--- config.mk ---
export PLATFORM = sky130hd
export DESIGN_NAME = ssm_top
export DESIGN_NICKNAME = d
export VERILOG_FILES = /design/src/ssm_pkg.sv /design/src/ssm_top.sv
export VERILOG_INCLUDE_DIRS = /design/src /design/src/src
export SDC_FILE = /design/constraint.sdc
export NUM_CORES = 1
export LEC_CHECK = 0
export BUFFER_PORTS_ARGS = -buffer_cell sky130_fd_sc_hd__buf_2
export CAP_MARGIN = 0
export CORE_MARGIN = 2
export CORE_UTILIZATION = 57
export DETAILED_ROUTE_END_ITERATION = 12
export GPL_ROUTABILITY_DRIVEN = 0
export PLACE_DENSITY = 0.79
export SETUP_SLACK_MARGIN = 0.3
export SYNTH_ARGS = -nofsm -noshare
export SYNTH_HDL_FRONTEND = slang
export SYNTH_SLANG_ARGS = --single-unit
--- constraint.sdc ---
create_clock -name aclk -period 3.14 [get_ports aclk]
set_input_delay 0.628 -clock aclk [delete_from_list [all_inputs] [get_ports aclk]]
set_output_delay 0.628 -clock aclk [all_outputs]
set_load 0.1 [all_outputs]
--- src/ssm_defs.svh ---
// register map, field positions, reset values, bit counts, buffer depth and bus responses
`ifndef SSM_DEFS_SVH
`define SSM_DEFS_SVH
`define SSM_OFF_TXSTAT   8'h00
`define SSM_OFF_RXSTAT   8'h04
`define SSM_OFF_RXDATA   8'h08
`define SSM_OFF_TXDATA   8'h0C
`define SSM_OFF_BAUDCTL  8'h10
`define SSM_OFF_DIVLO    8'h14
`define SSM_OFF_DIVHI    8'h18
`define SSM_OFF_IRQ      8'h1C
`define SSM_TX_MASTER    7
`define SSM_TX_NINE      6
`define SSM_TX_EN        5
`define SSM_TX_SYNC      4
`define SSM_TX_HSPEED    2
`define SSM_TX_EMPTY     1
`define SSM_TX_NINTH     0
`define SSM_RX_PORTEN    7
`define SSM_RX_NINE      6
`define SSM_RX_SINGLE    5
`define SSM_RX_CONT      4
`define SSM_RX_OVERRUN   1
`define SSM_RX_NINTH     0
`define SSM_BC_POL       4
`define SSM_BC_WIDE      3
`define SSM_IRQ_RXEN     0
`define SSM_IRQ_TRANSMIT_ENABLE     1
`define SSM_IRQ_PERIPH   2
`define SSM_IRQ_GLOBAL   3
`define SSM_IRQ_RXFLAG   4
`define SSM_IRQ_TXFLAG   5
`define SSM_RST_BYTE     8'h00
`define SSM_BITS_NARROW  4'h8
`define SSM_BITS_WIDE    4'h9
`define SSM_FIFO_DEPTH   2'h2
`define SSM_RESP_OKAY    2'h0
`define SSM_RESP_SLVERR  2'h2
`endif

--- src/ssm_pkg.sv ---
// types shared by the synchronous serial block
package ssm_pkg;
  typedef enum logic [2:0] {
    SSM_OFF,
    SSM_MASTER_RX,
    SSM_MASTER_IDLE,
    SSM_SLAVE_RX,
    SSM_SLAVE_TX,
    SSM_SLAVE_IDLE
  } ssm_mode_t;
  typedef struct packed {
    logic       ninth;
    logic [7:0] data;
  } ssm_char_t;
  typedef struct packed {
    logic o;
    logic oe;
  } ssm_pin_t;
endpackage

--- src/ssm_top.sv ---
// synchronous serial port, master receive and slave transmit/receive
`timescale 1ns/1ps
`include "ssm_defs.svh"
module ssm_top (
  input  wire logic        aclk,
  input  wire logic        aresetn,
  input  wire logic [7:0]  s_axi_awaddr,
  input  wire logic        s_axi_awvalid,
  output logic             s_axi_awready,
  input  wire logic [31:0] s_axi_wdata,
  input  wire logic [3:0]  s_axi_wstrb,
  input  wire logic        s_axi_wvalid,
  output logic             s_axi_wready,
  output logic [1:0]       s_axi_bresp,
  output logic             s_axi_bvalid,
  input  wire logic        s_axi_bready,
  input  wire logic [7:0]  s_axi_araddr,
  input  wire logic        s_axi_arvalid,
  output logic             s_axi_arready,
  output logic [31:0]      s_axi_rdata,
  output logic [1:0]       s_axi_rresp,
  output logic             s_axi_rvalid,
  input  wire logic        s_axi_rready,
  input  wire logic        cpu_sleep,
  input  wire logic        clock_pin_i,
  output logic             clock_pin_o,
  output logic             clock_pin_oe,
  input  wire logic        data_pin_i,
  output logic             data_pin_o,
  output logic             data_pin_oe,
  output logic             processor_wake,
  output logic             irq_vector_req
);
  logic              clock_source_master_reg;
  logic              nine_bit_transmit_reg;
  logic              transmit_enable_reg;
  logic              sync_mode_reg;
  logic              high_speed_baud_reg;
  logic              transmit_ninth_bit_reg;
  logic              port_enable_reg;
  logic              nine_bit_receive_reg;
  logic              single_receive_enable_reg;
  logic              continuous_receive_enable_reg;
  logic              overrun_error_reg;
  logic              clock_polarity_invert_reg;
  logic              wide_baud_divisor_reg;
  logic [7:0]        baud_divisor_low_reg;
  logic [7:0]        baud_divisor_high_reg;
  logic              receive_irq_enable_reg;
  logic              transmit_irq_enable_reg;
  logic              peripheral_irq_enable_reg;
  logic              global_irq_enable_reg;
  logic              ck_meta_reg;
  logic              ck_sync_reg;
  logic              ck_prev_reg;
  logic              dt_meta_reg;
  logic              dt_sync_reg;
  logic [7:0]        aw_addr_reg;
  logic              aw_full_reg;
  logic [31:0]       w_data_reg;
  logic              w_byte0_reg;
  logic              w_full_reg;
  logic              awready_reg;
  logic              wready_reg;
  logic              bvalid_reg;
  logic [1:0]        bresp_reg;
  logic              arready_reg;
  logic              rvalid_reg;
  logic [31:0]       rdata_reg;
  logic [1:0]        rresp_reg;
  logic [16:0]       baud_cnt_reg;
  logic              mphase_reg;
  logic              mclk_reg;
  logic [3:0]        rx_cnt_reg;
  logic [8:0]        receive_shift_reg;
  ssm_pkg::ssm_char_t fifo_reg [0:1];
  logic              rd_ptr_reg;
  logic [1:0]        fifo_cnt_reg;
  logic [8:0]        transmit_shift_reg;
  logic [3:0]        tx_cnt_reg;
  logic              tsr_busy_reg;
  logic [7:0]        transmit_data_reg;
  logic              txbuf_full_reg;
  ssm_pkg::ssm_pin_t data_pin_reg;
  ssm_pkg::ssm_pin_t clock_pin_reg;
  logic              wake_reg;
  logic              vector_reg;
  ssm_pkg::ssm_mode_t mode;
  logic              port_rst;
  logic              ck_lead;
  logic              ck_trail;
  logic [15:0]       divisor;
  logic              baud_tick;
  logic              rx_sample;
  logic              rx_done;
  logic [3:0]        rx_bits;
  logic [3:0]        tx_bits;
  logic [8:0]        rsr_next;
  ssm_pkg::ssm_char_t rx_char;
  ssm_pkg::ssm_char_t fifo_head;
  logic              push;
  logic              pop;
  logic              overflow;
  logic              tx_load;
  logic              receive_flag;
  logic              transmit_flag;
  logic              wr_fire;
  logic              wr_map;
  logic [7:0]        wbyte;
  logic              rd_fire;
  logic              cont_clear_evt;
  logic [7:0]        rd_byte;
  logic              rd_map;

  // mode decode
  always_comb
  begin
    if (!port_enable_reg || !sync_mode_reg)
      mode = ssm_pkg::SSM_OFF;
    else if (clock_source_master_reg)
      mode = (single_receive_enable_reg || continuous_receive_enable_reg)
           ? ssm_pkg::SSM_MASTER_RX : ssm_pkg::SSM_MASTER_IDLE;
    else if (continuous_receive_enable_reg || single_receive_enable_reg)
      mode = ssm_pkg::SSM_SLAVE_RX;
    else if (transmit_enable_reg)
      mode = ssm_pkg::SSM_SLAVE_TX;
    else
      mode = ssm_pkg::SSM_SLAVE_IDLE;
  end

  assign port_rst  = !port_enable_reg;
  // leading edge leaves the idle level
  assign ck_lead   = clock_polarity_invert_reg
                   ? (ck_prev_reg && !ck_sync_reg)
                   : (!ck_prev_reg && ck_sync_reg);
  assign ck_trail  = clock_polarity_invert_reg
                   ? (!ck_prev_reg && ck_sync_reg)
                   : (ck_prev_reg && !ck_sync_reg);
  assign divisor   = wide_baud_divisor_reg
                   ? {baud_divisor_high_reg, baud_divisor_low_reg}
                   : {8'h00, baud_divisor_low_reg};
  // master stalls in sleep, it needs the system clock
  assign baud_tick = (mode == ssm_pkg::SSM_MASTER_RX) && !cpu_sleep &&
                     !overrun_error_reg &&
                     (baud_cnt_reg == {divisor, 1'b1});
  assign rx_bits   = nine_bit_receive_reg ? `SSM_BITS_WIDE
                                          : `SSM_BITS_NARROW;
  assign tx_bits   = nine_bit_transmit_reg ? `SSM_BITS_WIDE
                                           : `SSM_BITS_NARROW;
  assign rx_sample = !overrun_error_reg &&
                     (((mode == ssm_pkg::SSM_SLAVE_RX) && ck_trail) ||
                      (baud_tick && mphase_reg));
  assign rx_done   = rx_sample && (rx_cnt_reg == rx_bits - 4'h1);
  assign rsr_next  = {dt_sync_reg, receive_shift_reg[8:1]};
  assign rx_char   = nine_bit_receive_reg ? rsr_next
                                          : {1'b0, rsr_next[8:1]};
  assign fifo_head = fifo_reg[rd_ptr_reg];
  assign push      = rx_done && (fifo_cnt_reg != `SSM_FIFO_DEPTH);
  assign overflow  = rx_done && (fifo_cnt_reg == `SSM_FIFO_DEPTH);
  assign tx_load   = (mode == ssm_pkg::SSM_SLAVE_TX) &&
                     txbuf_full_reg && !tsr_busy_reg;
  assign receive_flag  = (fifo_cnt_reg != 2'h0);
  assign transmit_flag = !txbuf_full_reg;

  assign wr_fire   = aw_full_reg && w_full_reg && !bvalid_reg;
  assign wbyte     = w_data_reg[7:0];
  assign rd_fire   = s_axi_arvalid && arready_reg;
  assign pop       = rd_fire && (s_axi_araddr == `SSM_OFF_RXDATA) &&
                     receive_flag;
  assign cont_clear_evt = wr_fire && w_byte0_reg &&
                          (aw_addr_reg == `SSM_OFF_RXSTAT) &&
                          continuous_receive_enable_reg &&
                          !wbyte[`SSM_RX_CONT];

  always_comb
  begin
    wr_map = 1'b1;
    case (aw_addr_reg)
      `SSM_OFF_TXSTAT, `SSM_OFF_RXSTAT, `SSM_OFF_RXDATA,
      `SSM_OFF_TXDATA, `SSM_OFF_BAUDCTL, `SSM_OFF_DIVLO,
      `SSM_OFF_DIVHI, `SSM_OFF_IRQ: wr_map = 1'b1;
      default: wr_map = 1'b0;
    endcase
  end

  // read mux; unused positions are zero
  always_comb
  begin
    rd_map  = 1'b1;
    rd_byte = `SSM_RST_BYTE;
    case (s_axi_araddr)
      `SSM_OFF_TXSTAT: rd_byte = {clock_source_master_reg,
        nine_bit_transmit_reg, transmit_enable_reg, sync_mode_reg,
        1'b0, high_speed_baud_reg, !tsr_busy_reg,
        transmit_ninth_bit_reg};
      `SSM_OFF_RXSTAT: rd_byte = {port_enable_reg, nine_bit_receive_reg,
        single_receive_enable_reg, continuous_receive_enable_reg,
        2'b00, overrun_error_reg, fifo_head.ninth};
      `SSM_OFF_RXDATA: rd_byte = fifo_head.data;
      `SSM_OFF_TXDATA: rd_byte = `SSM_RST_BYTE;
      `SSM_OFF_BAUDCTL: rd_byte = {3'b000, clock_polarity_invert_reg,
        wide_baud_divisor_reg, 3'b000};
      `SSM_OFF_DIVLO: rd_byte = baud_divisor_low_reg;
      `SSM_OFF_DIVHI: rd_byte = baud_divisor_high_reg;
      `SSM_OFF_IRQ: rd_byte = {2'b00, transmit_flag, receive_flag,
        global_irq_enable_reg, peripheral_irq_enable_reg,
        transmit_irq_enable_reg, receive_irq_enable_reg};
      default: rd_map = 1'b0;
    endcase
  end

  // pin synchronisers
  always_ff @(posedge aclk)
  begin
    if (!aresetn)
    begin
      ck_meta_reg <= 1'b0;
      ck_sync_reg <= 1'b0;
      ck_prev_reg <= 1'b0;
      dt_meta_reg <= 1'b0;
      dt_sync_reg <= 1'b0;
    end
    else
    begin
      ck_meta_reg <= clock_pin_i;
      ck_sync_reg <= ck_meta_reg;
      ck_prev_reg <= ck_sync_reg;
      dt_meta_reg <= data_pin_i;
      dt_sync_reg <= dt_meta_reg;
    end
  end

  // bus write and read channels
  always_ff @(posedge aclk)
  begin
    if (!aresetn)
    begin
      aw_addr_reg <= 8'h00;
      aw_full_reg <= 1'b0;
      w_data_reg  <= 32'h00000000;
      w_byte0_reg <= 1'b0;
      w_full_reg  <= 1'b0;
      awready_reg <= 1'b1;
      wready_reg  <= 1'b1;
      bvalid_reg  <= 1'b0;
      bresp_reg   <= `SSM_RESP_OKAY;
      arready_reg <= 1'b1;
      rvalid_reg  <= 1'b0;
      rdata_reg   <= 32'h00000000;
      rresp_reg   <= `SSM_RESP_OKAY;
    end
    else
    begin
      if (s_axi_awvalid && awready_reg)
      begin
        aw_addr_reg <= s_axi_awaddr;
        aw_full_reg <= 1'b1;
        awready_reg <= 1'b0;
      end
      if (s_axi_wvalid && wready_reg)
      begin
        w_data_reg  <= s_axi_wdata;
        w_byte0_reg <= s_axi_wstrb[0];
        w_full_reg  <= 1'b1;
        wready_reg  <= 1'b0;
      end
      if (wr_fire)
      begin
        aw_full_reg <= 1'b0;
        w_full_reg  <= 1'b0;
        bvalid_reg  <= 1'b1;
        bresp_reg   <= wr_map ? `SSM_RESP_OKAY : `SSM_RESP_SLVERR;
      end
      if (bvalid_reg && s_axi_bready)
      begin
        bvalid_reg  <= 1'b0;
        awready_reg <= 1'b1;
        wready_reg  <= 1'b1;
      end
      if (rd_fire)
      begin
        arready_reg <= 1'b0;
        rvalid_reg  <= 1'b1;
        rdata_reg   <= {24'h000000, rd_byte};
        rresp_reg   <= rd_map ? `SSM_RESP_OKAY : `SSM_RESP_SLVERR;
      end
      else if (rvalid_reg && s_axi_rready)
      begin
        rvalid_reg  <= 1'b0;
        arready_reg <= 1'b1;
      end
    end
  end

  // control registers
  always_ff @(posedge aclk)
  begin
    if (!aresetn)
    begin
      clock_source_master_reg       <= 1'b0;
      nine_bit_transmit_reg         <= 1'b0;
      transmit_enable_reg           <= 1'b0;
      sync_mode_reg                 <= 1'b0;
      high_speed_baud_reg           <= 1'b0;
      transmit_ninth_bit_reg        <= 1'b0;
      port_enable_reg               <= 1'b0;
      nine_bit_receive_reg          <= 1'b0;
      single_receive_enable_reg     <= 1'b0;
      continuous_receive_enable_reg <= 1'b0;
      clock_polarity_invert_reg     <= 1'b0;
      wide_baud_divisor_reg         <= 1'b0;
      baud_divisor_low_reg          <= `SSM_RST_BYTE;
      baud_divisor_high_reg         <= `SSM_RST_BYTE;
      receive_irq_enable_reg        <= 1'b0;
      transmit_irq_enable_reg       <= 1'b0;
      peripheral_irq_enable_reg     <= 1'b0;
      global_irq_enable_reg         <= 1'b0;
    end
    else
    begin
      // one character done in master receive, single receive drops itself
      if (rx_done && (mode == ssm_pkg::SSM_MASTER_RX))
        single_receive_enable_reg <= 1'b0;
      if (wr_fire && w_byte0_reg)
      begin
        case (aw_addr_reg)
          `SSM_OFF_TXSTAT:
          begin
            clock_source_master_reg <= wbyte[`SSM_TX_MASTER];
            nine_bit_transmit_reg   <= wbyte[`SSM_TX_NINE];
            transmit_enable_reg     <= wbyte[`SSM_TX_EN];
            sync_mode_reg           <= wbyte[`SSM_TX_SYNC];
            high_speed_baud_reg     <= wbyte[`SSM_TX_HSPEED];
            transmit_ninth_bit_reg  <= wbyte[`SSM_TX_NINTH];
          end
          `SSM_OFF_RXSTAT:
          begin
            port_enable_reg               <= wbyte[`SSM_RX_PORTEN];
            nine_bit_receive_reg          <= wbyte[`SSM_RX_NINE];
            single_receive_enable_reg     <= wbyte[`SSM_RX_SINGLE];
            continuous_receive_enable_reg <= wbyte[`SSM_RX_CONT];
          end
          `SSM_OFF_BAUDCTL:
          begin
            clock_polarity_invert_reg <= wbyte[`SSM_BC_POL];
            wide_baud_divisor_reg     <= wbyte[`SSM_BC_WIDE];
          end
          `SSM_OFF_DIVLO: baud_divisor_low_reg  <= wbyte;
          `SSM_OFF_DIVHI: baud_divisor_high_reg <= wbyte;
          `SSM_OFF_IRQ:
          begin
            receive_irq_enable_reg    <= wbyte[`SSM_IRQ_RXEN];
            transmit_irq_enable_reg   <= wbyte[`SSM_IRQ_TRANSMIT_ENABLE];
            peripheral_irq_enable_reg <= wbyte[`SSM_IRQ_PERIPH];
            global_irq_enable_reg     <= wbyte[`SSM_IRQ_GLOBAL];
          end
          default: ;
        endcase
      end
    end
  end

  // master bit clock from the divisor
  always_ff @(posedge aclk)
  begin
    if (!aresetn || mode != ssm_pkg::SSM_MASTER_RX || overrun_error_reg)
    begin
      // clock stops at once; partial character is dropped below unless the new mode is SSM_SLAVE_RX
      baud_cnt_reg <= 17'h00000;
      mphase_reg   <= 1'b0;
      mclk_reg     <= clock_polarity_invert_reg;
    end
    else if (cpu_sleep)
      baud_cnt_reg <= baud_cnt_reg;
    else if (baud_tick)
    begin
      baud_cnt_reg <= 17'h00000;
      mphase_reg   <= !mphase_reg;
      mclk_reg     <= !mclk_reg;
    end
    else
      baud_cnt_reg <= baud_cnt_reg + 17'h00001;
  end

  // receive shifter and two-entry buffer
  always_ff @(posedge aclk)
  begin
    if (!aresetn || port_rst)
    begin
      rx_cnt_reg        <= 4'h0;
      receive_shift_reg <= 9'h000;
      fifo_reg[0]       <= 9'h000;
      fifo_reg[1]       <= 9'h000;
      rd_ptr_reg        <= 1'b0;
      fifo_cnt_reg      <= 2'h0;
      overrun_error_reg <= 1'b0;
    end
    else
    begin
      if (mode != ssm_pkg::SSM_MASTER_RX && mode != ssm_pkg::SSM_SLAVE_RX)
        rx_cnt_reg <= 4'h0;
      else if (rx_done)
        rx_cnt_reg <= 4'h0;
      else if (rx_sample)
      begin
        rx_cnt_reg        <= rx_cnt_reg + 4'h1;
        receive_shift_reg <= rsr_next;
      end
      if (push)
        fifo_reg[rd_ptr_reg ^ fifo_cnt_reg[0]] <= rx_char;
      if (pop)
        rd_ptr_reg <= !rd_ptr_reg;
      fifo_cnt_reg <= fifo_cnt_reg + {1'b0, push} - {1'b0, pop};
      // a new overrun wins over a clear in the same cycle
      if (overflow)
        overrun_error_reg <= 1'b1;
      else if (cont_clear_evt ||
               (pop && !continuous_receive_enable_reg))
        overrun_error_reg <= 1'b0;
    end
  end

  // slave transmit: buffer plus shifter on the link clock
  always_ff @(posedge aclk)
  begin
    if (!aresetn || port_rst)
    begin
      transmit_data_reg  <= `SSM_RST_BYTE;
      txbuf_full_reg     <= 1'b0;
      transmit_shift_reg <= 9'h000;
      tx_cnt_reg         <= 4'h0;
      tsr_busy_reg       <= 1'b0;
      data_pin_reg       <= 2'b00;
    end
    else
    begin
      data_pin_reg.oe <= (mode == ssm_pkg::SSM_SLAVE_TX);
      if (tx_load)
      begin
        transmit_shift_reg <= {transmit_ninth_bit_reg,
                               transmit_data_reg};
        tsr_busy_reg       <= 1'b1;
        tx_cnt_reg         <= 4'h0;
        data_pin_reg.o     <= transmit_data_reg[0];
        txbuf_full_reg     <= 1'b0;
      end
      else if (mode != ssm_pkg::SSM_SLAVE_TX)
        tsr_busy_reg <= 1'b0;
      else if (tsr_busy_reg && ck_lead)
        data_pin_reg.o <= transmit_shift_reg[0];
      else if (tsr_busy_reg && ck_trail)
      begin
        transmit_shift_reg <= {1'b0, transmit_shift_reg[8:1]};
        tx_cnt_reg         <= tx_cnt_reg + 4'h1;
        if (tx_cnt_reg == tx_bits - 4'h1)
          tsr_busy_reg <= 1'b0;
      end
      // a write lands after any load in the same cycle
      if (wr_fire && w_byte0_reg && aw_addr_reg == `SSM_OFF_TXDATA)
      begin
        transmit_data_reg <= wbyte;
        txbuf_full_reg    <= 1'b1;
      end
    end
  end

  // clock pin drive, wake and vector requests
  always_ff @(posedge aclk)
  begin
    if (!aresetn)
    begin
      clock_pin_reg <= 2'b00;
      wake_reg      <= 1'b0;
      vector_reg    <= 1'b0;
    end
    else
    begin
      clock_pin_reg.o  <= mclk_reg;
      clock_pin_reg.oe <= (mode == ssm_pkg::SSM_MASTER_RX) ||
                          (mode == ssm_pkg::SSM_MASTER_IDLE);
      wake_reg   <= (receive_flag && receive_irq_enable_reg) ||
                    (transmit_flag && transmit_irq_enable_reg &&
                     peripheral_irq_enable_reg);
      vector_reg <= global_irq_enable_reg &&
                    ((receive_flag && receive_irq_enable_reg) ||
                     (transmit_flag && transmit_irq_enable_reg &&
                      peripheral_irq_enable_reg));
    end
  end

  assign s_axi_awready  = awready_reg;
  assign s_axi_wready   = wready_reg;
  assign s_axi_bvalid   = bvalid_reg;
  assign s_axi_bresp    = bresp_reg;
  assign s_axi_arready  = arready_reg;
  assign s_axi_rvalid   = rvalid_reg;
  assign s_axi_rdata    = rdata_reg;
  assign s_axi_rresp    = rresp_reg;
  assign clock_pin_o    = clock_pin_reg.o;
  assign clock_pin_oe   = clock_pin_reg.oe;
  assign data_pin_o     = data_pin_reg.o;
  assign data_pin_oe    = data_pin_reg.oe;
  assign processor_wake = wake_reg;
  assign irq_vector_req = vector_reg;
endmodule

**Word level (Yosys, flattened, before mapping)**

Memory sizes are Yosys's and may differ from the RTL's. A register that Yosys moved wholly into a read port is not among the register bits.
Cells that the tools add are included.

- Flip-flop bits (word level): 138
- Bits in latches: 0
- RAM bits: 18
- ROM bits: 32
- Bits of input ports: 62
- Memories kept: 2

- $add $sub $neg: 7
- Multipliers: 0
- Divide/modulo/power cells: 0
- Magnitude comparators: 0
- Eq/ne operators: 29
- Shift operators: 0
- Mux-type cells: 55
- Bitwise operators: 7
- Reduce and logical (&&, ||, !) cells: 91

Memories:

| name | depth | bits a word | read ports | clocked after memory_dff | wr ports | line | text |
|---|---|---|---|---|---|---|---|
| (name not given) | 32 | 1 | 1 | 1 | 0 | ssm_top.sv:178 | `case (aw_addr_reg)` |
| fifo_reg | 2 | 9 | 1 | 1 | 2 | ssm_top.sv:76 | `ssm_pkg::ssm_char_t fifo_reg [0:1];` |

Operator list:

| cell | number |
|---|---|
| 8-bit by 5-bit == test with 1-bit output, second input constant | 8 |
| 8-bit one-hot mux with 7 select lines | 1 |
| 9-bit 2-to-1 mux | 6 |
| 1-bit 2-to-1 mux | 38 |
| 1-bit logical AND | 36 |
| 8-bit by 4-bit == test with 1-bit output, second input constant | 3 |
| 2-bit AND reduction | 9 |
| 17-bit by 1-bit adder with 17-bit output, second input constant | 1 |
| 17-bit == test | 1 |
| 17-bit 2-to-1 mux | 1 |
| 8-bit by 3-bit == test with 1-bit output, second input constant | 2 |
| 8-bit zero test | 2 |
| 16-bit 2-to-1 mux | 1 |
| 1-bit zero test | 15 |
| 2-bit nonzero test | 7 |
| 3-bit AND reduction | 4 |
| 5-bit 2-to-1 mux | 2 |
| 1-bit logical OR | 9 |
| 3-bit 2-to-1 mux | 3 |
| 9-bit OR reduction | 1 |
| 4-bit by 1-bit adder with 4-bit output, second input constant | 2 |
| 4-bit == test | 2 |
| 8-bit OR reduction | 1 |
| 4-bit by 1-bit subtractor with 4-bit output, second input constant | 2 |
| 18 further kinds | 32 |

**Logic depth before layout (Yosys ltp)**

Gate-level depths: netlist of run 1.

- Word-level depth: 18
- Depth in mapped cells: 14
- Depth with buffers taken out: 12

**Worst setup path after synthesis of run 1**

No wires, ideal clock.

- Kind: reg2reg
- Start point: register arready_reg (netlist: s_axi_arready)
- End point: register fifo_cnt_reg[1]
- Data arrival time: 2.469 ns
- Slack: 0.543 ns
- Stages on the path, launching flop included: 10
- Buffers on the path: 1
- Period minus slack after synthesis: 2.597 ns
- Path through: dfxtp_1 -> and2_1 -> clkbuf_1 -> and4_1 -> ha_1 -> inv_1 -> ha_1 -> xor2_1 -> xnor2_1 -> nor2_1

- Longest elaborated chain between the ends: 4

Ends and longest elaborated chain:

| item | line | text |
|---|---|---|
| start: declaration | ssm_top.sv:67 | `logic arready_reg;` |
| start signal: assignment | ssm_top.sv:247 | `arready_reg <= 1'b1;` |
| start signal: assignment | ssm_top.sv:282 | `arready_reg <= 1'b0;` |
| start signal: assignment | ssm_top.sv:290 | `arready_reg <= 1'b1;` |
| 1-bit logical AND | ssm_top.sv:167 | `assign rd_fire = s_axi_arvalid && arready_reg;` |
| 1-bit logical AND (2 in series) | ssm_top.sv:168 | `` assign pop = rd_fire && (s_axi_araddr == `SSM_OFF_RXDATA) && `` |
| via pop | ssm_top.sv:102 | `logic pop;` |
| 2-bit by 1-bit subtractor with 2-bit output | ssm_top.sv:413 | `fifo_cnt_reg <= fifo_cnt_reg + {1'b0, push} - {1'b0, pop};` |
| end signal: assignment | ssm_top.sv:413 |  |
| end: declaration | ssm_top.sv:78 | `logic [1:0] fifo_cnt_reg;` |

The timed path passes the listed nets, and every way through them passes these cells.
A chain may end at the register's enable or synchronous reset.

**Final worst setup path of run 1**

- Start point: register baud_divisor_high_reg[5]
- End point: register fifo_cnt_reg[1]

- Longest elaborated chain between the ends: 10

Ends and longest elaborated chain:

| item | line | text |
|---|---|---|
| start: declaration | ssm_top.sv:48 | `logic [7:0] baud_divisor_high_reg;` |
| start signal: assignment | ssm_top.sv:313 | `` baud_divisor_high_reg <= `SSM_RST_BYTE; `` |
| start signal: assignment | ssm_top.sv:349 | `` `SSM_OFF_DIVHI: baud_divisor_high_reg <= wbyte; `` |
| 16-bit 2-to-1 mux | ssm_top.sv:140 | `? {baud_divisor_high_reg, baud_divisor_low_reg}` |
| 17-bit == test | ssm_top.sv:145 | `(baud_cnt_reg == {divisor, 1'b1});` |
| 1-bit logical AND | ssm_top.sv:144 | `!overrun_error_reg &&` |
| 1-bit logical AND | ssm_top.sv:152 | `(baud_tick && mphase_reg));` |
| 1-bit logical OR | ssm_top.sv:151 | `(((mode == ssm_pkg::SSM_SLAVE_RX) && ck_trail) \|\|` |
| 1-bit logical AND | ssm_top.sv:150 | `assign rx_sample = !overrun_error_reg &&` |
| 1-bit logical AND | ssm_top.sv:153 | `assign rx_done = rx_sample && (rx_cnt_reg == rx_bits - 4'h1);` |
| 1-bit logical AND | ssm_top.sv:158 | `` assign push = rx_done && (fifo_cnt_reg != `SSM_FIFO_DEPTH); `` |
| 2-bit by 1-bit adder with 2-bit output | ssm_top.sv:413 |  |
| 2-bit by 1-bit subtractor with 2-bit output | ssm_top.sv:413 |  |

Every way passes these cells.

==> results of run 1 <==
==> worst max-delay path, cell delays in order (launching register included) <==
cell      delay, ns
dfxtp_1        0.45
xnor2_1        0.15
nand4_1        0.16
a311oi_2       0.36
and4_1         0.28
o21ai_2        0.11
nand2b_1       0.18
ha_1           0.27
inv_1          0.06
ha_1           0.14
xor2_1         0.19
xnor2_1        0.15
nor2_1         0.05
==> how the worst max path moves through the flow <==
| stage | cells after the start | slack (ns) | to | from |
|---|---|---|---|---|
| floorplan | 9 | 0.54 | fifo_cnt_reg[1] | s_axi_arready |
| global placement | 10 | 0.31 | fifo_cnt_reg[1] | s_axi_araddr[7] |
| detailed placement | 10 | 0.24 | fifo_cnt_reg[1] | s_axi_araddr[7] |
| CTS | 12 | 0.36 | fifo_cnt_reg[1] | wide_baud_divisor_reg |
| global route | 12 | 0.30 | fifo_cnt_reg[1] | baud_cnt_reg[15] |
| finish | 12 | 0.47 | fifo_cnt_reg[1] | baud_divisor_high_reg[5] |
==> metal layers <==
| layer | part of all wire, % | routed length, µm | track usage [%] | vias up |
|---|---|---|---|---|
| met5 | 0 | 0 | 0 | - |
| met4 | 1.7 | 285 | 7.217 | 0 |
| met3 | 5.3 | 891 | 5.460 | 28 |
| met2 | 45 | 7552 | 38.25 | 194 |
| met1 | 48 | 8020 | 34.53 | 2816 |
| li1 | - | - | - | 2958 |
==> report_power, final <==
group | switching, mW | internal (mW) | total, mW
clock network | 0.852 | 1.11 | 1.96
logic | 0.281 | 0.0644 | 0.345
registers | 0.0300 | 2.03 | 2.06
==> cell families after synthesis <==
kind of cell / after synthesis
and+or+nand+nor: 355
other: 1
buffers and inverters: 80
DFF: 155
adders and majority gates: 5
muxes: 86
AOI/OAI and AO/OA: 115
xor gates and xnor gates: 31
==> through the flow <==
| step | cells | utilization, % | setup slack [ns] | cell area (µm²) | hold WS, ns |
|---|---|---|---|---|---|
| finish | 1063 | 64.38 | 0.4667 | 8424 | 0.4028 |
| CTS | 1063 | 64.36 | 0.3629 | 8422 | 0.3962 |
| detailed placement | 1031 | 60.09 | 0.2381 | 7863 | 0.4152 |
| floorplan | 853 | - | 0.5429 | 7649 | 0.3827 |
| global route | 1063 | 64.38 | 0.3037 | 8424 | 0.4076 |
| global placement | 1031 | 60.09 | 0.3078 | 7863 | 0.4084 |
==> layout make-up <==
class / instances / area (µm²)
clock inverter: 14 / 130.1
timing repair buffer: 69 / 380.4
fill: 1093 / 4661
clock buffer: 18 / 429.2
inverter: 13 / 48.80
sequential: 155 / 3296
multi-input combinational: 618 / 3920
tap: 176 / 220.2
==> cell usage in the layout (no fill, tap or decap), types with 13 or more instances in the layout <==
cell and n:
a21oi_1 16, xor2_1 14, dfxtp_1 134, nor2b_1 40, buf_2 55, conb_1 26, nor2_1 99, edfxtp_1 19
a21boi_0 24, o21ai_0 17, xnor2_1 17, and2_1 14, clkbuf_16 17, mux2i_1 75, nand4_1 17, buf_4 14
nand3_1 35, nand2_1 87, o211ai_1 13
==> flow_summary.json, run 1 <==
{
  "status": "completed",
  "rrSetupSlack_ns": 0.47,
  "io_pins": 109,
  "overflow": 0,
  "yosysSeqAreaShare_pct": 43.59,
  "ys_seq_elements": 155,
  "grt_max_degree": 72,
  "drt-wirelength-per-cell_um": 15.76,
  "clockBufferDepth": 2,
  "ys_warn_count": 0,
  "synthToLayoutAreaGrowth_pct": 11.51,
  "dieArea_mm2": 0.01419,
  "fin_setup_tns_ns": 0,
  "setup_viol": 0,
  "p_leak_nw": 3.319,
  "postCtsSetupBuffers": 0,
  "dp_hpwl_mm": 11.81,
  "drtAntennaViolNets": 0,
  "synth_edf_count": 19,
  "fin_crit_sh_pct": 85.14,
  "drc": 0,
  "avgSynthCellArea_um2": 9.124,
  "synth_fa_ha_area_share_pct": 0.8281,
  "power_mw": 4.361,
  "grt_pass1_vias": 5530,
  "path_class": "flip-flop to flip-flop",
  "grt_pass1_wl_mm": 27.73,
  "placementRows": 42,
  "cts_resized": 0,
  "maxSlewViolCount": 0,
  "yosys.area.top_type": "dfxtp_1",
  "crit_fanout": 6,
  "numCtsBuffers": 17,
  "min_from": "clock_pin_i",
  "synthTopCellsByArea": "dfxtp_1, mux2i_1, edfxtp_1",
  "die_h_um": 119.1,
  "synth_compound_area_share_pct": 10.70,
  "drive_gt1_share_pct": 14.21,
  "min_path_type": "input port to flip-flop",
  "wl_mm": 16.75,
  "synth_most_common_cell": "dfxtp_1",
  "regToRegStartpoint": "baud_divisor_high_reg[5]",
  "required_ns": 3.45,
  "grt_util_all_layers_pct": 24.64,
  "hold_viol_final": 0,
  "die_x_um": 119.1,
  "clkLatencyLatePin_ns": 0.43,
  "tightest_slew_ns": 0.9113,
  "cts_tree": "built",
  "core_mm2": 0.01309,
  "syn_area_mm2": 0.007555,
  "cts.sinks": 155,
  "reg2reg_depth": 12,
  "drt_iter0_markers": 381,
  "endpoint_kind": "flip-flop",
  "whs_path_depth": 2,
  "cap_violations": 0,
  "syn_inst": 828,
  "cts-root-buf": "clkbuf_16",
  "min_period_ns": 2.673,
  "post_drt_via_cell_ratio": 5.641,
  "r2r_end": "fifo_cnt_reg[1]",
  "ys_types": 65,
  "antenna_found_initial": 0,
  "n_antenna_cell": 0,
  "io_buffer_count": 55,
  "vdd_drop_max_mv": 0.3874,
  "floorplan.initialDensity_pct": 57.74,
  "yosys.area.top_type_share_pct": 36.04,
  "firstDrtPassIters": 7,
  "yosys.area_share.xor_xnor_pct": 3.594,
  "synth_top_family_by_area": "simple AND/OR/NAND/NOR gates",
  "htree_num_levels": 4,
  "p_per_area_mw_per_mm2": 517.6,
  "hold_end": "ck_meta_reg",
  "clk_transition_reported_paths_ns": 0.07,
  "arrival_ns": 2.98,
  "synthSimpleGateAreaFrac_pct": 23.53,
  "largest_reg_flops": 18,
  "postCtsHoldBufs": 0,
  "skew_ns": 0.01028,
  "clock.fmax_mhz": 374.1,
  "ys.flop_type": "dfxtp_1",
  "slew_headroom_pct": 39.12,
  "synthMuxAreaShare_pct": 11.87,
  "start_kind": "flip-flop",
  "via_count": 5996,
  "synth_commonest_cells": "dfxtp_1, nor2_1, nand2_1",
  "rsz0062_at_grt": "no",
  "ys_async_sr_fraction_pct": 0,
  "finalNetCount": 941
}
Power figures use the tool's default switching activity.
==> run 2, diff against run 1 <==
--- a/config.mk
+++ b/config.mk
@@ -9,10 +9,11 @@
 export BUFFER_PORTS_ARGS = -buffer_cell sky130_fd_sc_hd__buf_2
 export CAP_MARGIN = 0
 export CORE_MARGIN = 2
-export CORE_UTILIZATION = 57
+export CORE_UTILIZATION = 59
+export CTS_BUF_LIST = sky130_fd_sc_hd__clkbuf_8
 export DETAILED_ROUTE_END_ITERATION = 12
 export GPL_ROUTABILITY_DRIVEN = 0
-export PLACE_DENSITY = 0.79
+export PLACE_DENSITY = 0.81
 export SETUP_SLACK_MARGIN = 0.3
 export SYNTH_ARGS = -nofsm -noshare
 export SYNTH_HDL_FRONTEND = slang
==> run 2 against run 1 <==
Combinational power about the same. Register-to-register slack gained 0.02 ns. Clock-buffer cell count decreased by 1. Global-route usage up 0.64 points. First-iteration DRC count is 12% higher. Core utilization rose by 1.2 points. Sequential share of layout area up 0.83 points. Critical endpoint unchanged. Non-clock buffer count grew 1.
==> flow_summary.json, run 2 (same netlist as run 1, synthesis figures left out) <==
{
  "status": "completed",
  "drive_gt1_share_pct": 14.19,
  "post_drt_via_cell_ratio": 5.699,
  "drtAntennaViolNets": 0,
  "n_antenna_cell": 0,
  "crit_fanout": 6,
  "final_util_pct": 65.61,
  "placementRows": 41,
  "place_inst": 1028,
  "cts.sinks": 155,
  "layout_common_cells": "dfxtp_1, nor2_1, nand2_1, mux2i_1, buf_2",
  "arrival_ns": 3.01,
  "die_h_um": 117.2,
  "numCtsBuffers": 17,
  "floorplan.initialDensity_pct": 60.11,
  "clock.fmax_mhz": 376.6,
  "p_leak_nw": 3.215,
  "setup_viol": 0,
  "start_kind": "flip-flop",
  "drt_iter0_markers": 427,
  "p_per_area_mw_per_mm2": 465.4,
  "rrSetupSlack_ns": 0.48,
  "grtUsageMet3_pct": 5.149,
  "drc": 0,
  "drt-wirelength-per-cell_um": 15.62,
  "required_ns": 3.49,
  "largest_reg_flops": 18,
  "io_buffer_count": 55,
  "finalNetCount": 942,
  "endpoint_kind": "flip-flop",
  "vdd_drop_max_mv": 0.3415,
  "use_met1_pct": 35.75,
  "grt_busiest_layer": "met2",
  "dp_hpwl_mm": 11.62,
  "min_period_ns": 2.655,
  "min_path_type": "input port to flip-flop",
  "grt_max_degree": 73,
  "fin_crit_sh_pct": 84.55,
  "clkLatencyLatePin_ns": 0.47,
  "firstDrtPassIters": 5,
  "synthToLayoutAreaGrowth_pct": 9.159,
  "grt_pass1_vias": 5488,
  "via_count": 6041,
  "skew_ns": 0.01522,
  "grt_util_all_layers_pct": 25.28,
  "cts_tree": "built",
  "path_class": "flip-flop to flip-flop",
  "grt_pass1_wl_mm": 27.05,
  "die_x_um": 117.2,
  "cts-root-buf": "clkbuf_8",
  "cap_violations": 0,
  "postCtsSetupBuffers": 0,
  "rsz0062_at_grt": "no",
  "place_area_mm2": 0.007865,
  "fin_setup_tns_ns": 0,
  "clockBufferDepth": 2,
  "reg2reg_depth": 12,
  "dieArea_mm2": 0.01373,
  "final_cells": 1060,
  "maxSlewViolCount": 0,
  "htree_num_levels": 4,
  "mostFrequentLayoutCell": "dfxtp_1",
  "slew_headroom_pct": 42.44,
  "met2_usage_pct": 38.20,
  "core_mm2": 0.01257,
  "wl_mm": 16.56,
  "clk_transition_reported_paths_ns": 0.09,
  "whs_path_depth": 2,
  "fillers": 1064,
  "overflow": 0,
  "final_area_mm2": 0.008247,
  "hold_viol_final": 0,
  "antenna_found_initial": 0,
  "io_pins": 109,
  "tightest_slew_ns": 0.8616
}
[run 2: area by class of cell]
type / instances / area [µm²] / area share (%)
tap: 172 / 215.2 / 2.610
clock inverter: 15 / 138.9 / 1.684
clock buffer: 17 / 234.0 / 2.837
timing repair buffer: 70 / 387.9 / 4.703
inverter: 13 / 48.80 / 0.5917
sequential: 155 / 3294 / 39.95
multi-input combinational: 618 / 3928 / 47.63
[run 2: through the flow]
stage / power (mW) / worst slack (ns) / hold WS (ns)
2_1_floorplan: 2.406 / 0.5429 / 0.3827
3_3_place_gp: 2.439 / 0.3250 / 0.4005
3_5_place_dp: 2.444 / 0.2705 / 0.4145
4_1_cts: 3.856 / 0.3771 / 0.3385
5_1_grt: 3.953 / 0.3242 / 0.3601
6_report: 3.838 / 0.4850 / 0.3571
[run 2: report_power, final]
part           switching [mW]  internal [mW]
clock                   0.801          0.637
combinational           0.280         0.0644
sequential             0.0301           2.03
total                    1.11           2.73
[run 2: worst max-delay path, cell delays in order (launching register included)]
cell and delay [ns]:
dfxtp_1 0.46, xnor2_1 0.15, nand4_1 0.16, a311oi_2 0.35
and4_1 0.29, o21ai_2 0.11, nand2b_1 0.18, ha_1 0.27
inv_1 0.04, ha_1 0.18, xor2_1 0.17, xnor2_1 0.14
nor2_1 0.05
[run 2: path summary, 6_finish.rpt]
kind                                  startpoint         endpoint
worst max-delay path            baud_cnt_reg[14]  fifo_cnt_reg[1]
worst min register to register         flip-flop   s_axi_bresp[1]
worst max register to register  baud_cnt_reg[14]  fifo_cnt_reg[1]
worst min-delay path                s_axi_wvalid     s_axi_wready
[run 2: layer usage]
| layer | up-vias | share of wire, % |
|---|---|---|
| li1 | 2961 | - |
| met4 | 0 | 2.0 |
| met1 | 2862 | 48 |
| met2 | 188 | 45 |
| met5 | - | 0 |
| met3 | 30 | 5.5 |
[run 2: repair_timing]
action	4_1_cts	5_1_grt
hold buffers	0	0
gates resized for setup	0	2
endpoints found under the setup margin	0	2
